[src/verilog/wd_pkg.sv]
// constants, field layout and carrier types for the digital watchdog
package wd_pkg;

    // register map, byte addresses on the bus
    localparam logic [7:0]  WD_CTRL_OFFSET   = 8'hd8;
    localparam logic [7:0]  WD_STATUS_OFFSET = 8'hdc;

    // control register reset value and field positions
    localparam logic [7:0]  WD_CTRL_RESET    = 8'hfe;
    localparam int          ARM_BIT          = 0;
    localparam int          SR_BIT           = 1;
    localparam int          PERIOD_HI_POS    = 2;
    localparam int          PERIOD_LO_POS    = 7;
    localparam int          PERIOD_BITS      = 6;

    // status register field positions
    localparam int          ST_ARMED         = 0;
    localparam int          ST_WAIT          = 1;
    localparam int          ST_STOP          = 2;
    localparam int          ST_FROZEN        = 3;
    localparam int          ST_WD_CAUSE      = 4;
    localparam int          ST_NMI_LEVEL     = 5;

    // physical counter, bit 6 is the self-reset bit
    localparam int          CNT_W            = 7;
    localparam int          CNT_MSB          = 6;
    localparam logic [6:0]  CNT_ONE          = 7'h01;

    // prescaler: divide by 12 then by 256, one step per 3072 clocks
    localparam logic [3:0]  PRE_A_LAST       = 4'hb;
    localparam logic [7:0]  PRE_B_LAST       = 8'hff;
    localparam logic [3:0]  PRE_A_ZERO       = 4'h0;
    localparam logic [7:0]  PRE_B_ZERO       = 8'h00;
    localparam logic [3:0]  PRE_A_ONE        = 4'h1;
    localparam logic [7:0]  PRE_B_ONE        = 8'h01;

    // reset stretch counter
    localparam int          HOLD_W           = 16;
    localparam logic [15:0] HOLD_ZERO        = 16'h0000;
    localparam logic [15:0] HOLD_ONE         = 16'h0001;

    localparam logic [31:0] BUS_ZERO         = 32'h00000000;

    typedef enum logic [1:0] {
        PM_RUN,
        PM_WAIT,
        PM_STOP
    } wd_pmode_e;

    typedef struct packed {
        logic        cyc;
        logic        stb;
        logic        we;
        logic [7:0]  adr;
        logic [3:0]  sel;
        logic [31:0] dat;
    } wd_wb_req_s;

    typedef struct packed {
        logic        ack;
        logic [31:0] dat;
    } wd_wb_rsp_s;

    // register bits 7..2 hold counter bits 0..5 reversed, bit 1 is bit 6
    function automatic logic [6:0] count_from_reg(input logic [7:0] d);
        logic [6:0] c;
        c = 7'h00;
        for (int i = 0; i < PERIOD_BITS; i++) begin
            c[i] = d[PERIOD_LO_POS - i];
        end
        c[CNT_MSB] = d[SR_BIT];
        return c;
    endfunction : count_from_reg

    function automatic logic [7:0] reg_from_count(input logic [6:0] c,
                                                  input logic       arm);
        logic [7:0] d;
        d = 8'h00;
        for (int i = 0; i < PERIOD_BITS; i++) begin
            d[PERIOD_LO_POS - i] = c[i];
        end
        d[SR_BIT]  = c[CNT_MSB];
        d[ARM_BIT] = arm;
        return d;
    endfunction : reg_from_count

endpackage : wd_pkg

[src/verilog/wd_watchdog.sv]
// digital watchdog downcounter with wishbone register access
module wd_watchdog
    import wd_pkg::*;
#(
    parameter bit          HW_ACTIVATION = 1'b0, // hardware activation option
    parameter bit          EXT_STOP_CTRL = 1'b0, // external stop-mode control
    parameter int unsigned STAB_CYCLES   = 2048  // stabilisation delay, clocks
) (
    input  wire logic       clk_i,             // oscillator clock
    input  wire logic       rst_i,             // synchronous reset, high
    input  wire wd_wb_req_s wb_req_i,          // wishbone request
    output wd_wb_rsp_s      wb_rsp_o,          // wishbone answer
    input  wire logic       nmi_pin_i,         // nmi pin level, async
    input  wire logic       stop_instr_i,      // core executes stop, pulse
    input  wire logic       wait_instr_i,      // core executes wait, pulse
    input  wire logic       wake_req_i,        // interrupt pending, level
    input  wire logic       global_irq_enable_i, // interrupt enable bit
    output logic            sys_reset_o,       // internal system reset
    output logic            reset_pin_o,       // reset pin drive value
    output logic            reset_pin_oe_o,    // reset pin drive enable
    output logic            cpu_wait_o,        // core held in wait
    output logic            osc_stop_o         // oscillator stopped
);

    // stretch counter runs from HOLD_LAST down to zero
    localparam logic [15:0] HOLD_LAST = 16'(STAB_CYCLES - 1);

    // byte address match; only lane 0 carries the register
    function automatic logic addr_hit(input logic [7:0] adr,
                                      input logic [7:0] offset);
        return adr == offset;
    endfunction : addr_hit

    // nmi pin synchroniser
    logic       nmi_meta_reg;
    logic       nmi_meta_next;
    logic       nmi_sync_reg;
    logic       nmi_sync_next;

    // watchdog state
    logic       arm_reg;
    logic       arm_next;
    logic [6:0] cnt_reg;
    logic [6:0] cnt_next;
    wd_pmode_e  pm_reg;
    wd_pmode_e  pm_next;
    logic       hold_reg;
    logic       hold_next;
    logic [15:0] hold_cnt_reg;
    logic [15:0] hold_cnt_next;
    logic       cause_reg;
    logic       cause_next;
    logic       restart_pre;

    // bus state
    logic       ack_reg;
    logic       ack_next;
    logic [31:0] rdat_reg;
    logic [31:0] rdat_next;

    // derived terms
    logic       armed;
    logic       tick;
    logic       frozen;
    logic       bus_fire;
    logic       ctrl_wr;
    logic [6:0] cnt_dec;
    logic       expire;
    logic       sr_cleared;
    logic       trigger;
    logic [7:0] ctrl_view;
    logic [7:0] status_view;
    logic       ctrl_hit;
    logic       status_hit;

    // registered outputs
    logic       cpu_wait_next;
    logic       osc_stop_next;
    logic       sys_reset_next;
    logic       reset_pin_next;
    logic       reset_pin_oe_next;

    // two flops before any logic sees the pin, against metastability
    always_comb begin
        nmi_meta_next = nmi_pin_i;
        nmi_sync_next = nmi_meta_reg;
    end

    always_ff @(posedge clk_i) begin
        if (rst_i) begin
            nmi_meta_reg <= 1'b0;
            nmi_sync_reg <= 1'b0;
        end else begin
            nmi_meta_reg <= nmi_meta_next;
            nmi_sync_reg <= nmi_sync_next;
        end
    end

    // hardware option ties the arm bit high
    assign armed   = HW_ACTIVATION ? 1'b1 : arm_reg;
    // the oscillator stops in stop mode, so the count holds its value
    assign frozen  = (pm_reg == PM_STOP) || hold_reg;
    assign cnt_dec = cnt_reg - CNT_ONE;

    // arming restarts the prescaler so a full step passes first
    assign restart_pre = hold_reg || (ctrl_wr && !armed &&
                         wb_req_i.dat[ARM_BIT]);

    wd_prescaler u_prescaler (
        .clk_i     (clk_i),
        .rst_i     (rst_i),
        .run_i     (!frozen),
        .restart_i (restart_pre),
        .tick_o    (tick)
    );

    // a new request is taken only while ack is low
    assign bus_fire   = wb_req_i.cyc && wb_req_i.stb && !ack_reg;
    assign ctrl_hit   = addr_hit(wb_req_i.adr, WD_CTRL_OFFSET);
    assign status_hit = addr_hit(wb_req_i.adr, WD_STATUS_OFFSET);
    // writes while the stretch holds are dropped
    assign ctrl_wr    = bus_fire && wb_req_i.we && wb_req_i.sel[0] &&
                        ctrl_hit && !hold_reg;

    // expiry is the self-reset bit falling on a count step
    assign expire     = armed && tick && !ctrl_wr && cnt_reg[CNT_MSB] &&
                        !cnt_dec[CNT_MSB];
    // a cleared self-reset bit acts even while disarmed
    assign sr_cleared = ctrl_wr && !wb_req_i.dat[SR_BIT];
    assign trigger    = expire || sr_cleared;

    assign ctrl_view   = reg_from_count(cnt_reg, armed);

    // status is read only; writes to it are acked and dropped
    always_comb begin
        status_view              = 8'h00;
        status_view[ST_ARMED]    = armed;
        status_view[ST_WAIT]     = (pm_reg == PM_WAIT);
        status_view[ST_STOP]     = (pm_reg == PM_STOP);
        status_view[ST_FROZEN]   = frozen;
        status_view[ST_WD_CAUSE] = cause_reg;
        status_view[ST_NMI_LEVEL] = nmi_sync_reg;
    end

    // counter, arm bit and reset stretch
    always_comb begin
        arm_next      = arm_reg;
        cnt_next      = cnt_reg;
        hold_next     = hold_reg;
        hold_cnt_next = hold_cnt_reg;
        cause_next    = cause_reg;
        if (hold_reg) begin
            // restart path as for the pin, delay before release
            arm_next = WD_CTRL_RESET[ARM_BIT];
            cnt_next = count_from_reg(WD_CTRL_RESET);
            if (hold_cnt_reg == HOLD_ZERO) begin
                hold_next = 1'b0;
            end else begin
                hold_cnt_next = hold_cnt_reg - HOLD_ONE;
            end
        end else if (trigger) begin
            hold_next     = 1'b1;
            hold_cnt_next = HOLD_LAST;
            cause_next    = 1'b1;
            arm_next      = WD_CTRL_RESET[ARM_BIT];
            cnt_next      = count_from_reg(WD_CTRL_RESET);
        end else if (ctrl_wr) begin
            // reload wins over a step in the same cycle
            cnt_next = count_from_reg(wb_req_i.dat[7:0]);
            arm_next = arm_reg | wb_req_i.dat[ARM_BIT];
        end else if (tick) begin
            // disarmed the count wraps freely as a 7-bit timer
            cnt_next = cnt_dec;
        end
    end

    always_ff @(posedge clk_i) begin
        if (rst_i) begin
            arm_reg      <= WD_CTRL_RESET[ARM_BIT];
            cnt_reg      <= count_from_reg(WD_CTRL_RESET);
            hold_reg     <= 1'b0;
            hold_cnt_reg <= HOLD_ZERO;
            cause_reg    <= 1'b0;
        end else begin
            arm_reg      <= arm_next;
            cnt_reg      <= cnt_next;
            hold_reg     <= hold_next;
            hold_cnt_reg <= hold_cnt_next;
            cause_reg    <= cause_next;
        end
    end

    // power mode of the core
    always_comb begin
        pm_next = pm_reg;
        case (pm_reg)
            PM_RUN: begin
                if (stop_instr_i) begin
                    if (!armed) begin
                        pm_next = PM_STOP;
                    end else if (!EXT_STOP_CTRL) begin
                        pm_next = PM_WAIT;
                    end else if (!nmi_sync_reg) begin
                        pm_next = PM_WAIT;
                    end else begin
                        pm_next = PM_STOP;
                    end
                end else if (wait_instr_i) begin
                    pm_next = PM_WAIT;
                end
            end
            PM_WAIT, PM_STOP: begin
                // pending nmi is still serviced elsewhere, but no wake
                if (wake_req_i && global_irq_enable_i) begin
                    pm_next = PM_RUN;
                end
            end
            default: begin
                pm_next = PM_RUN;
            end
        endcase
        if (hold_reg || trigger) begin
            pm_next = PM_RUN;
        end
    end

    // open-drain: the value stays low, the enable does the driving
    always_comb begin
        cpu_wait_next     = (pm_next == PM_WAIT);
        osc_stop_next     = (pm_next == PM_STOP);
        sys_reset_next    = hold_next;
        reset_pin_next    = 1'b0;
        reset_pin_oe_next = hold_next;
    end

    always_ff @(posedge clk_i) begin
        if (rst_i) begin
            pm_reg         <= PM_RUN;
            cpu_wait_o     <= 1'b0;
            osc_stop_o     <= 1'b0;
            sys_reset_o    <= 1'b0;
            reset_pin_o    <= 1'b0;
            reset_pin_oe_o <= 1'b0;
        end else begin
            pm_reg         <= pm_next;
            cpu_wait_o     <= cpu_wait_next;
            osc_stop_o     <= osc_stop_next;
            sys_reset_o    <= sys_reset_next;
            reset_pin_o    <= reset_pin_next;
            reset_pin_oe_o <= reset_pin_oe_next;
        end
    end

    // wishbone slave: one wait state, unmapped reads as zero
    always_comb begin
        ack_next  = bus_fire;
        rdat_next = BUS_ZERO;
        if (bus_fire && !wb_req_i.we) begin
            if (ctrl_hit) begin
                rdat_next[7:0] = ctrl_view;
            end else if (status_hit) begin
                rdat_next[7:0] = status_view;
            end
        end
    end

    always_ff @(posedge clk_i) begin
        if (rst_i) begin
            ack_reg  <= 1'b0;
            rdat_reg <= BUS_ZERO;
        end else begin
            ack_reg  <= ack_next;
            rdat_reg <= rdat_next;
        end
    end

    assign wb_rsp_o.ack = ack_reg;
    assign wb_rsp_o.dat = rdat_reg;

endmodule : wd_watchdog

[src/verilog/wd_prescaler.sv]
// fixed two-stage prescaler giving one counter step per 3072 clocks
module wd_prescaler
    import wd_pkg::*;
(
    input  wire logic clk_i,     // oscillator clock
    input  wire logic rst_i,     // synchronous reset, active high
    input  wire logic run_i,     // oscillator running, prescaler advances
    input  wire logic restart_i, // start a fresh full step
    output logic      tick_o     // one-cycle step pulse
);

    logic [3:0] div_a_reg;
    logic [3:0] div_a_next;
    logic [7:0] div_b_reg;
    logic [7:0] div_b_next;
    logic       tick_next;

    always_comb begin
        div_a_next = div_a_reg;
        div_b_next = div_b_reg;
        tick_next  = 1'b0;
        if (restart_i) begin
            div_a_next = PRE_A_ZERO;
            div_b_next = PRE_B_ZERO;
        end else if (run_i) begin
            if (div_a_reg == PRE_A_LAST) begin
                div_a_next = PRE_A_ZERO;
                if (div_b_reg == PRE_B_LAST) begin
                    div_b_next = PRE_B_ZERO;
                    tick_next  = 1'b1;
                end else begin
                    div_b_next = div_b_reg + PRE_B_ONE;
                end
            end else begin
                div_a_next = div_a_reg + PRE_A_ONE;
            end
        end
    end

    always_ff @(posedge clk_i) begin
        if (rst_i) begin
            div_a_reg <= PRE_A_ZERO;
            div_b_reg <= PRE_B_ZERO;
            tick_o    <= 1'b0;
        end else begin
            div_a_reg <= div_a_next;
            div_b_reg <= div_b_next;
            tick_o    <= tick_next;
        end
    end

endmodule : wd_prescaler

[config.mk]
export PLATFORM = sky130hd
export DESIGN_NAME = wd_watchdog
export DESIGN_NICKNAME = d
export VERILOG_FILES = /design/src/verilog/wd_pkg.sv /design/src/verilog/wd_watchdog.sv /design/src/verilog/wd_prescaler.sv
export SDC_FILE = /design/constraint.sdc
export NUM_CORES = 1
export LEC_CHECK = 0
export BUFFER_PORTS_ARGS = -buffer_cell sky130_fd_sc_hd__buf_2
export CAP_MARGIN = 5
export CORE_ASPECT_RATIO = 0.7
export CORE_MARGIN = 2
export CORE_UTILIZATION = 45
export CTS_CLUSTER_SIZE = 30
export DETAILED_ROUTE_END_ITERATION = 8
export GPL_ROUTABILITY_DRIVEN = 0
export PLACE_DENSITY = 0.79
export SYNTH_ARGS = -nofsm -noshare
export SYNTH_HDL_FRONTEND = slang
export SYNTH_SLANG_ARGS = --single-unit
[constraint.sdc]
create_clock -name clk_i -period 2.4 [get_ports clk_i]
set_input_delay 0.48 -clock clk_i [delete_from_list [all_inputs] [get_ports clk_i]]
set_output_delay 0.48 -clock clk_i [all_outputs]
set_load 0.03 [all_outputs]
==> results_dict.tcl, run 1 <==
set metrics [dict create \
    fp-row-count 23 \
    root_buffer "clkbuf_8" \
    grt_max_degree 22 \
    power_switching_share 0.2583 \
    cp.required_ns 2.62 \
    final-hold-violation-count 0 \
    die_w_um 96.74 \
    start_util 0.4707 \
    critPathSlowestCell "or4_1" \
    setup_viol 0 \
    cp_max_fo 12 \
    path_class "flop to flop" \
    holdBufCountCts 0 \
    p_leak_nw 1.374 \
    status "finished, final reports clean" \
    antenna_found_initial 0 \
    layout_common_cells "dfxtp_1 (54), nor2_1 (39), buf_2 (39)" \
    start_kind "flop" \
    grt_usage 0.1732 \
    post-route-period-util 0.9175 \
    synth_ff_type "dfxtp_1" \
    place_inst 430 \
    first_iter_violations 148 \
    p_comb_frac 0.103 \
    die_h_um 68.92 \
    drt_first_pass_iters 4 \
    clock_power_share 0.325 \
    hp-start "wb_req_i[6]" \
    worstPathBufferInverterCount 0 \
    synthCells 314 \
    synth_area_um2 2709 \
    cap_violations 0 \
    htreeDepth 2 \
    grt_pass1_wl_mm 9.156 \
    hp-class "primary input to flop" \
    clk_latency_ns 0.31 \
    synth_edf_count 0 \
    drive_gt1_frac 0.1736 \
    yosysSeqAreaShare 0.3991 \
    async_flop_share 0 \
    ff2ff_path_depth 5 \
    p_seq_frac 0.572 \
    synth_cell_type_count 49 \
    intPower_mw 1.196 \
    timing.rr.start "hold_cnt_reg[9]$_SDFFE_PP0P_" \
    io_buffers 39 \
    tns_ns 0 \
    numCtsBuffers 5 \
    cts_buffer_depth 2 \
    ys_warn_count 0 \
    final_max_slew_viol_count 0 \
    finalWirelength_mm 5.595 \
    cp_data_arrival_time_ns 2.43 \
    path_cells "or3_4, or4_1, o31a_1, or2_4, a311oi_1" \
    clock_sinks 54 \
    synth_area_per_cell_um2 8.627 \
    grt_pass1_vias 2020 \
    rsz0062_at_grt "no" \
    fin_cells 438 \
    num-fill-cells 527 \
    end_kind "flop" \
    cp_slowest_stage_delay_ns 0.45 \
    cts_tree "built" \
    dieArea_um2 6666 \
    grt.overflow.total 0 \
    ir_drop_mv 0.2528 \
    postRouteAntennaNets 0 \
    largest_reg_flops 16 \
    vias 2270 \
    hold-path-endpoint "cnt_reg[1]$_SDFFE_PP1P_" \
    whs_path_depth 3 \
    io_pins 92 \
    cp_top_family "simple AND/OR/NAND/NOR gates" \
    core_area_um2 5756 \
    fmax_mhz 454.1 \
    area_growth_pct 11.96 \
    p_per_area_nw_per_um2 531.8 \
    worstReg2RegEnd "hold_cnt_reg[11]$_SDFFE_PP0P_" \
    switching_power_mw 0.4166 \
    diodes 0 \
    viasPerCell 5.183 \
    clkTransAtPathRegs_ns 0.09 \
    drc 0 \
    ctsResizeCount 0 \
    fin_crit_ns 2.202 \
    dp_hpwl_mm 4.150 \
    wl_per_cell_um 12.77 \
    mostFrequentLayoutCell "dfxtp_1" \
    ys_ff_latch 54 \
    skew_ns 0.005499 \
    postCtsSetupBuffers 0 \
    r2r_slack_ns 0.20 \
    final_nets 424 \
]
[synth_stat cells, drive strengths merged (7+ instances only)]
master / n / share of area
nand2: 22 / 0.030
buf: 30 / 0.085
xnor2: 7 / 0.023
o21ai: 14 / 0.026
xor2: 8 / 0.026
inv: 13 / 0.018
nand4: 9 / 0.021
nor3: 16 / 0.030
dfxtp: 54 / 0.40
a21oi: 11 / 0.020
nor2: 39 / 0.054
ha: 8 / 0.037
[tightest hold or removal path, cell delays in order]
cell and delay, ns:
buf_2 0.08, nand2_1 0.04, o211ai_1 0.07
[metal layers]
metal / routed length, um / share of wire / track usage / up-vias
li1: - / - / - / 1154
met1: 2709 / 0.48 / 0.2284 / 1029
met5: 0 / 0 / 0 / -
met3: 397 / 0.071 / 0.04032 / 8
met2: 2392 / 0.43 / 0.2752 / 79
met4: 95 / 0.017 / 0.08099 / 0
[how the worst max path moves through the flow]
stage                                                  endpoint  depth (start not counted)                         start
after floorplan           u_prescaler.div_b_reg[0]$_SDFFE_PP0P_                          6                  wb_req_i[37]
after global placement    u_prescaler.div_b_reg[2]$_SDFFE_PP0P_                          7                  wb_req_i[37]
after detailed placement  u_prescaler.div_b_reg[5]$_SDFFE_PP0P_                          7                  wb_req_i[37]
after CTS                         hold_cnt_reg[11]$_SDFFE_PP0P_                          5  hold_cnt_reg[9]$_SDFFE_PP0P_
after global routing               hold_cnt_reg[1]$_SDFFE_PP0P_                          9  hold_cnt_reg[0]$_SDFFE_PP0P_
final                             hold_cnt_reg[11]$_SDFFE_PP0P_                          5  hold_cnt_reg[9]$_SDFFE_PP0P_
[through the flow]
step           hold WS, ns  area [um^2]  power [mW]  setup WS, ns  utilization
2_1_floorplan       0.4138         2799       1.089        0.1413            -
5_1_grt             0.4012         3033       1.674       0.04246       0.5270
6_report            0.3937         3033       1.613        0.1980       0.5270
3_3_place_gp        0.4283         2942       1.103        0.1832       0.5111
3_5_place_dp        0.4327         2942       1.108       0.06867       0.5111
4_1_cts             0.3887         3033       1.624        0.1902       0.5270
[cell type report]
cell class	instances	area, um^2	area share
Multi-Input combinational cell	235	1418	0.4674
Clock buffer	7	86.33	0.02847
Sequential cell	54	1081	0.3564
Inverter	13	48.80	0.01609
Clock inverter	1	5.005	0.001650
Timing Repair Buffer	53	300.3	0.09901
Tap cell	75	93.84	0.03094
[power groups by stage]
stage | Combinational [mW] | Sequential (mW) | Clock [mW]
after floorplan | 0.144 | 0.945 | 0
after global placement | 0.161 | 0.941 | 0
after detailed placement | 0.165 | 0.943 | 0
after CTS | 0.166 | 0.922 | 0.536
after global routing | 0.183 | 0.925 | 0.566
final | 0.166 | 0.923 | 0.524
[logic make-up after synthesis]
logic type | after synthesis | share of synthesized area
AND/OR/NAND/NOR | 130 | 0.2536
buffers and inverters | 49 | 0.1109
XOR/XNOR | 15 | 0.04850
AO/OA/AOI/OAI | 53 | 0.1349
other | 1 | 0.001384
multiplexers | 4 | 0.01478
adder cells (fa/ha/maj) | 8 | 0.03695
flip-flops | 54 | 0.3991
Note: power is estimated with default switching activity, not from simulation.
==> inputs of run 2 (changes only) <==
--- a/config.mk
+++ b/config.mk
@@ -14,6 +14,7 @@
 export DETAILED_ROUTE_END_ITERATION = 8
 export GPL_ROUTABILITY_DRIVEN = 0
 export PLACE_DENSITY = 0.79
+export REMOVE_ABC_BUFFERS = 1
 export SYNTH_ARGS = -nofsm -noshare
 export SYNTH_HDL_FRONTEND = slang
 export SYNTH_SLANG_ARGS = --single-unit
==> results_dict.tcl, run 2 (synthesis results as in run 1) <==
set metrics [dict create \
    holdBufCountCts 0 \
    first_iter_violations 155 \
    drive_gt1_frac 0.1722 \
    largest_reg_flops 16 \
    p_per_area_nw_per_um2 538.4 \
    cp.required_ns 2.66 \
    die_h_um 68.92 \
    grt_usage 0.1715 \
    ir_drop_mv 0.2418 \
    postRouteAntennaNets 0 \
    finalWorstSetupSlack_ns 0.1297 \
    intPower_mw 1.179 \
    post-route-period-util 0.9459 \
    hp-class "primary input to flop" \
    mostFrequentLayoutCell "dfxtp_1" \
    numCtsBuffers 5 \
    layout_common_cells "dfxtp_1 (54), nor2_1 (39), buf_2 (39)" \
    io_buffers 39 \
    postCtsSetupBuffers 0 \
    clkTransAtPathRegs_ns 0.11 \
    grt_pass1_vias 2085 \
    ctsResizeCount 0 \
    vias 2295 \
    final_nets 421 \
    grt_pass1_wl_mm 9.232 \
    fin_cells 435 \
    diodes 0 \
    setup_viol 0 \
    path_cells "or3_4, or4_1, o31a_1, buf_4, a311oi_1, o21a_1" \
    whs_ns 0.3645 \
    critPathSlowestCell "or4_1" \
    drc 0 \
    cp_max_fo 12 \
    rsz0062_at_grt "no" \
    fmax_mhz 440.5 \
    cp_data_arrival_time_ns 2.54 \
    grt.overflow.total 0 \
    p_seq_frac 0.566 \
    cp_top_family "simple AND/OR/NAND/NOR gates" \
    final-hold-violation-count 0 \
    start_util 0.4707 \
    worstPathBufferInverterCount 1 \
    fin_crit_ns 2.270 \
    total_power_mw 1.627 \
    dieArea_um2 6666 \
    io_pins 92 \
    htreeDepth 2 \
    final_max_slew_viol_count 0 \
    drt_first_pass_iters 4 \
    cts_buffer_depth 2 \
    status "finished, final reports clean" \
    path_class "flop to flop" \
    die_w_um 96.74 \
    cap_violations 0 \
    wl_per_cell_um 12.78 \
    skew_ns 0.01298 \
    clk_latency_ns 0.32 \
    fp-row-count 23 \
    dp_slack_ns 0.08173 \
    p_comb_frac 0.101 \
    end_kind "flop" \
    finalWirelength_mm 5.561 \
    viasPerCell 5.276 \
    place_inst 427 \
    dp_hpwl_mm 4.221 \
    area_growth_pct 11.55 \
    grt_max_degree 22 \
    start_kind "flop" \
    clock_power_share 0.333 \
    power_switching_share 0.2754 \
    switching_power_mw 0.4480 \
    clock_sinks 54 \
    cp_slowest_stage_delay_ns 0.45 \
    core_area_um2 5756 \
    root_buffer "clkbuf_8" \
    cts_tree "built" \
    antenna_found_initial 0 \
    p_leak_nw 1.365 \
]
[run 2: final cells by class]
class,instances,area (um^2)
clock buffer,5,68.82
clock inverter,3,28.78
fill,540,2734
inverter,13,48.80
multi-input combinational,235,1423
sequential,54,1081
tap,75,93.84
timing repair buffer,50,277.8
[run 2: metrics by stage]
stage	utilization	setup TNS [ns]	cell area, um^2
global route	0.5250	0	3022
floorplan	-	-0.2740	2547
global placement	0.5072	0	2919
detailed placement	0.5072	0	2919
finish	0.5250	0	3022
CTS	0.5241	0	3017
[run 2: power by group through the flow]
stage          Clock, mW  Sequential (mW)  Combinational (mW)
2_1_floorplan          0            0.946               0.106
5_1_grt            0.598            0.924               0.181
6_report           0.541            0.922               0.164
3_5_place_dp           0            0.942               0.162
3_3_place_gp           0            0.941               0.158
4_1_cts            0.563            0.922               0.162
[run 2: path summary, 6_finish.rpt]
kind | slack [ns] | startpoint | end | depth (start not counted)
setup / recovery | 0.13 | hold_cnt_reg[9]$_SDFFE_PP0P_ | hold_cnt_reg[4]$_SDFFE_PP0P_ | 6
hold / removal | 0.36 | nmi_pin_i | nmi_meta_reg$_SDFF_PP0_ | 2
setup reg to reg | 0.13 | hold_cnt_reg[9]$_SDFFE_PP0P_ | hold_cnt_reg[4]$_SDFFE_PP0P_ | 6
hold reg to reg | 0.46 | nmi_meta_reg$_SDFF_PP0_ | nmi_sync_reg$_SDFF_PP0_ | 1
[run 2: routing by layer]
metal	vias to the layer above	global-route usage	wire length, um
li1	1147	-	-
met2	78	0.3003	2534
met4	0	0.05810	72
met1	1060	0.2083	2557
met3	10	0.04940	396
met5	-	0	0
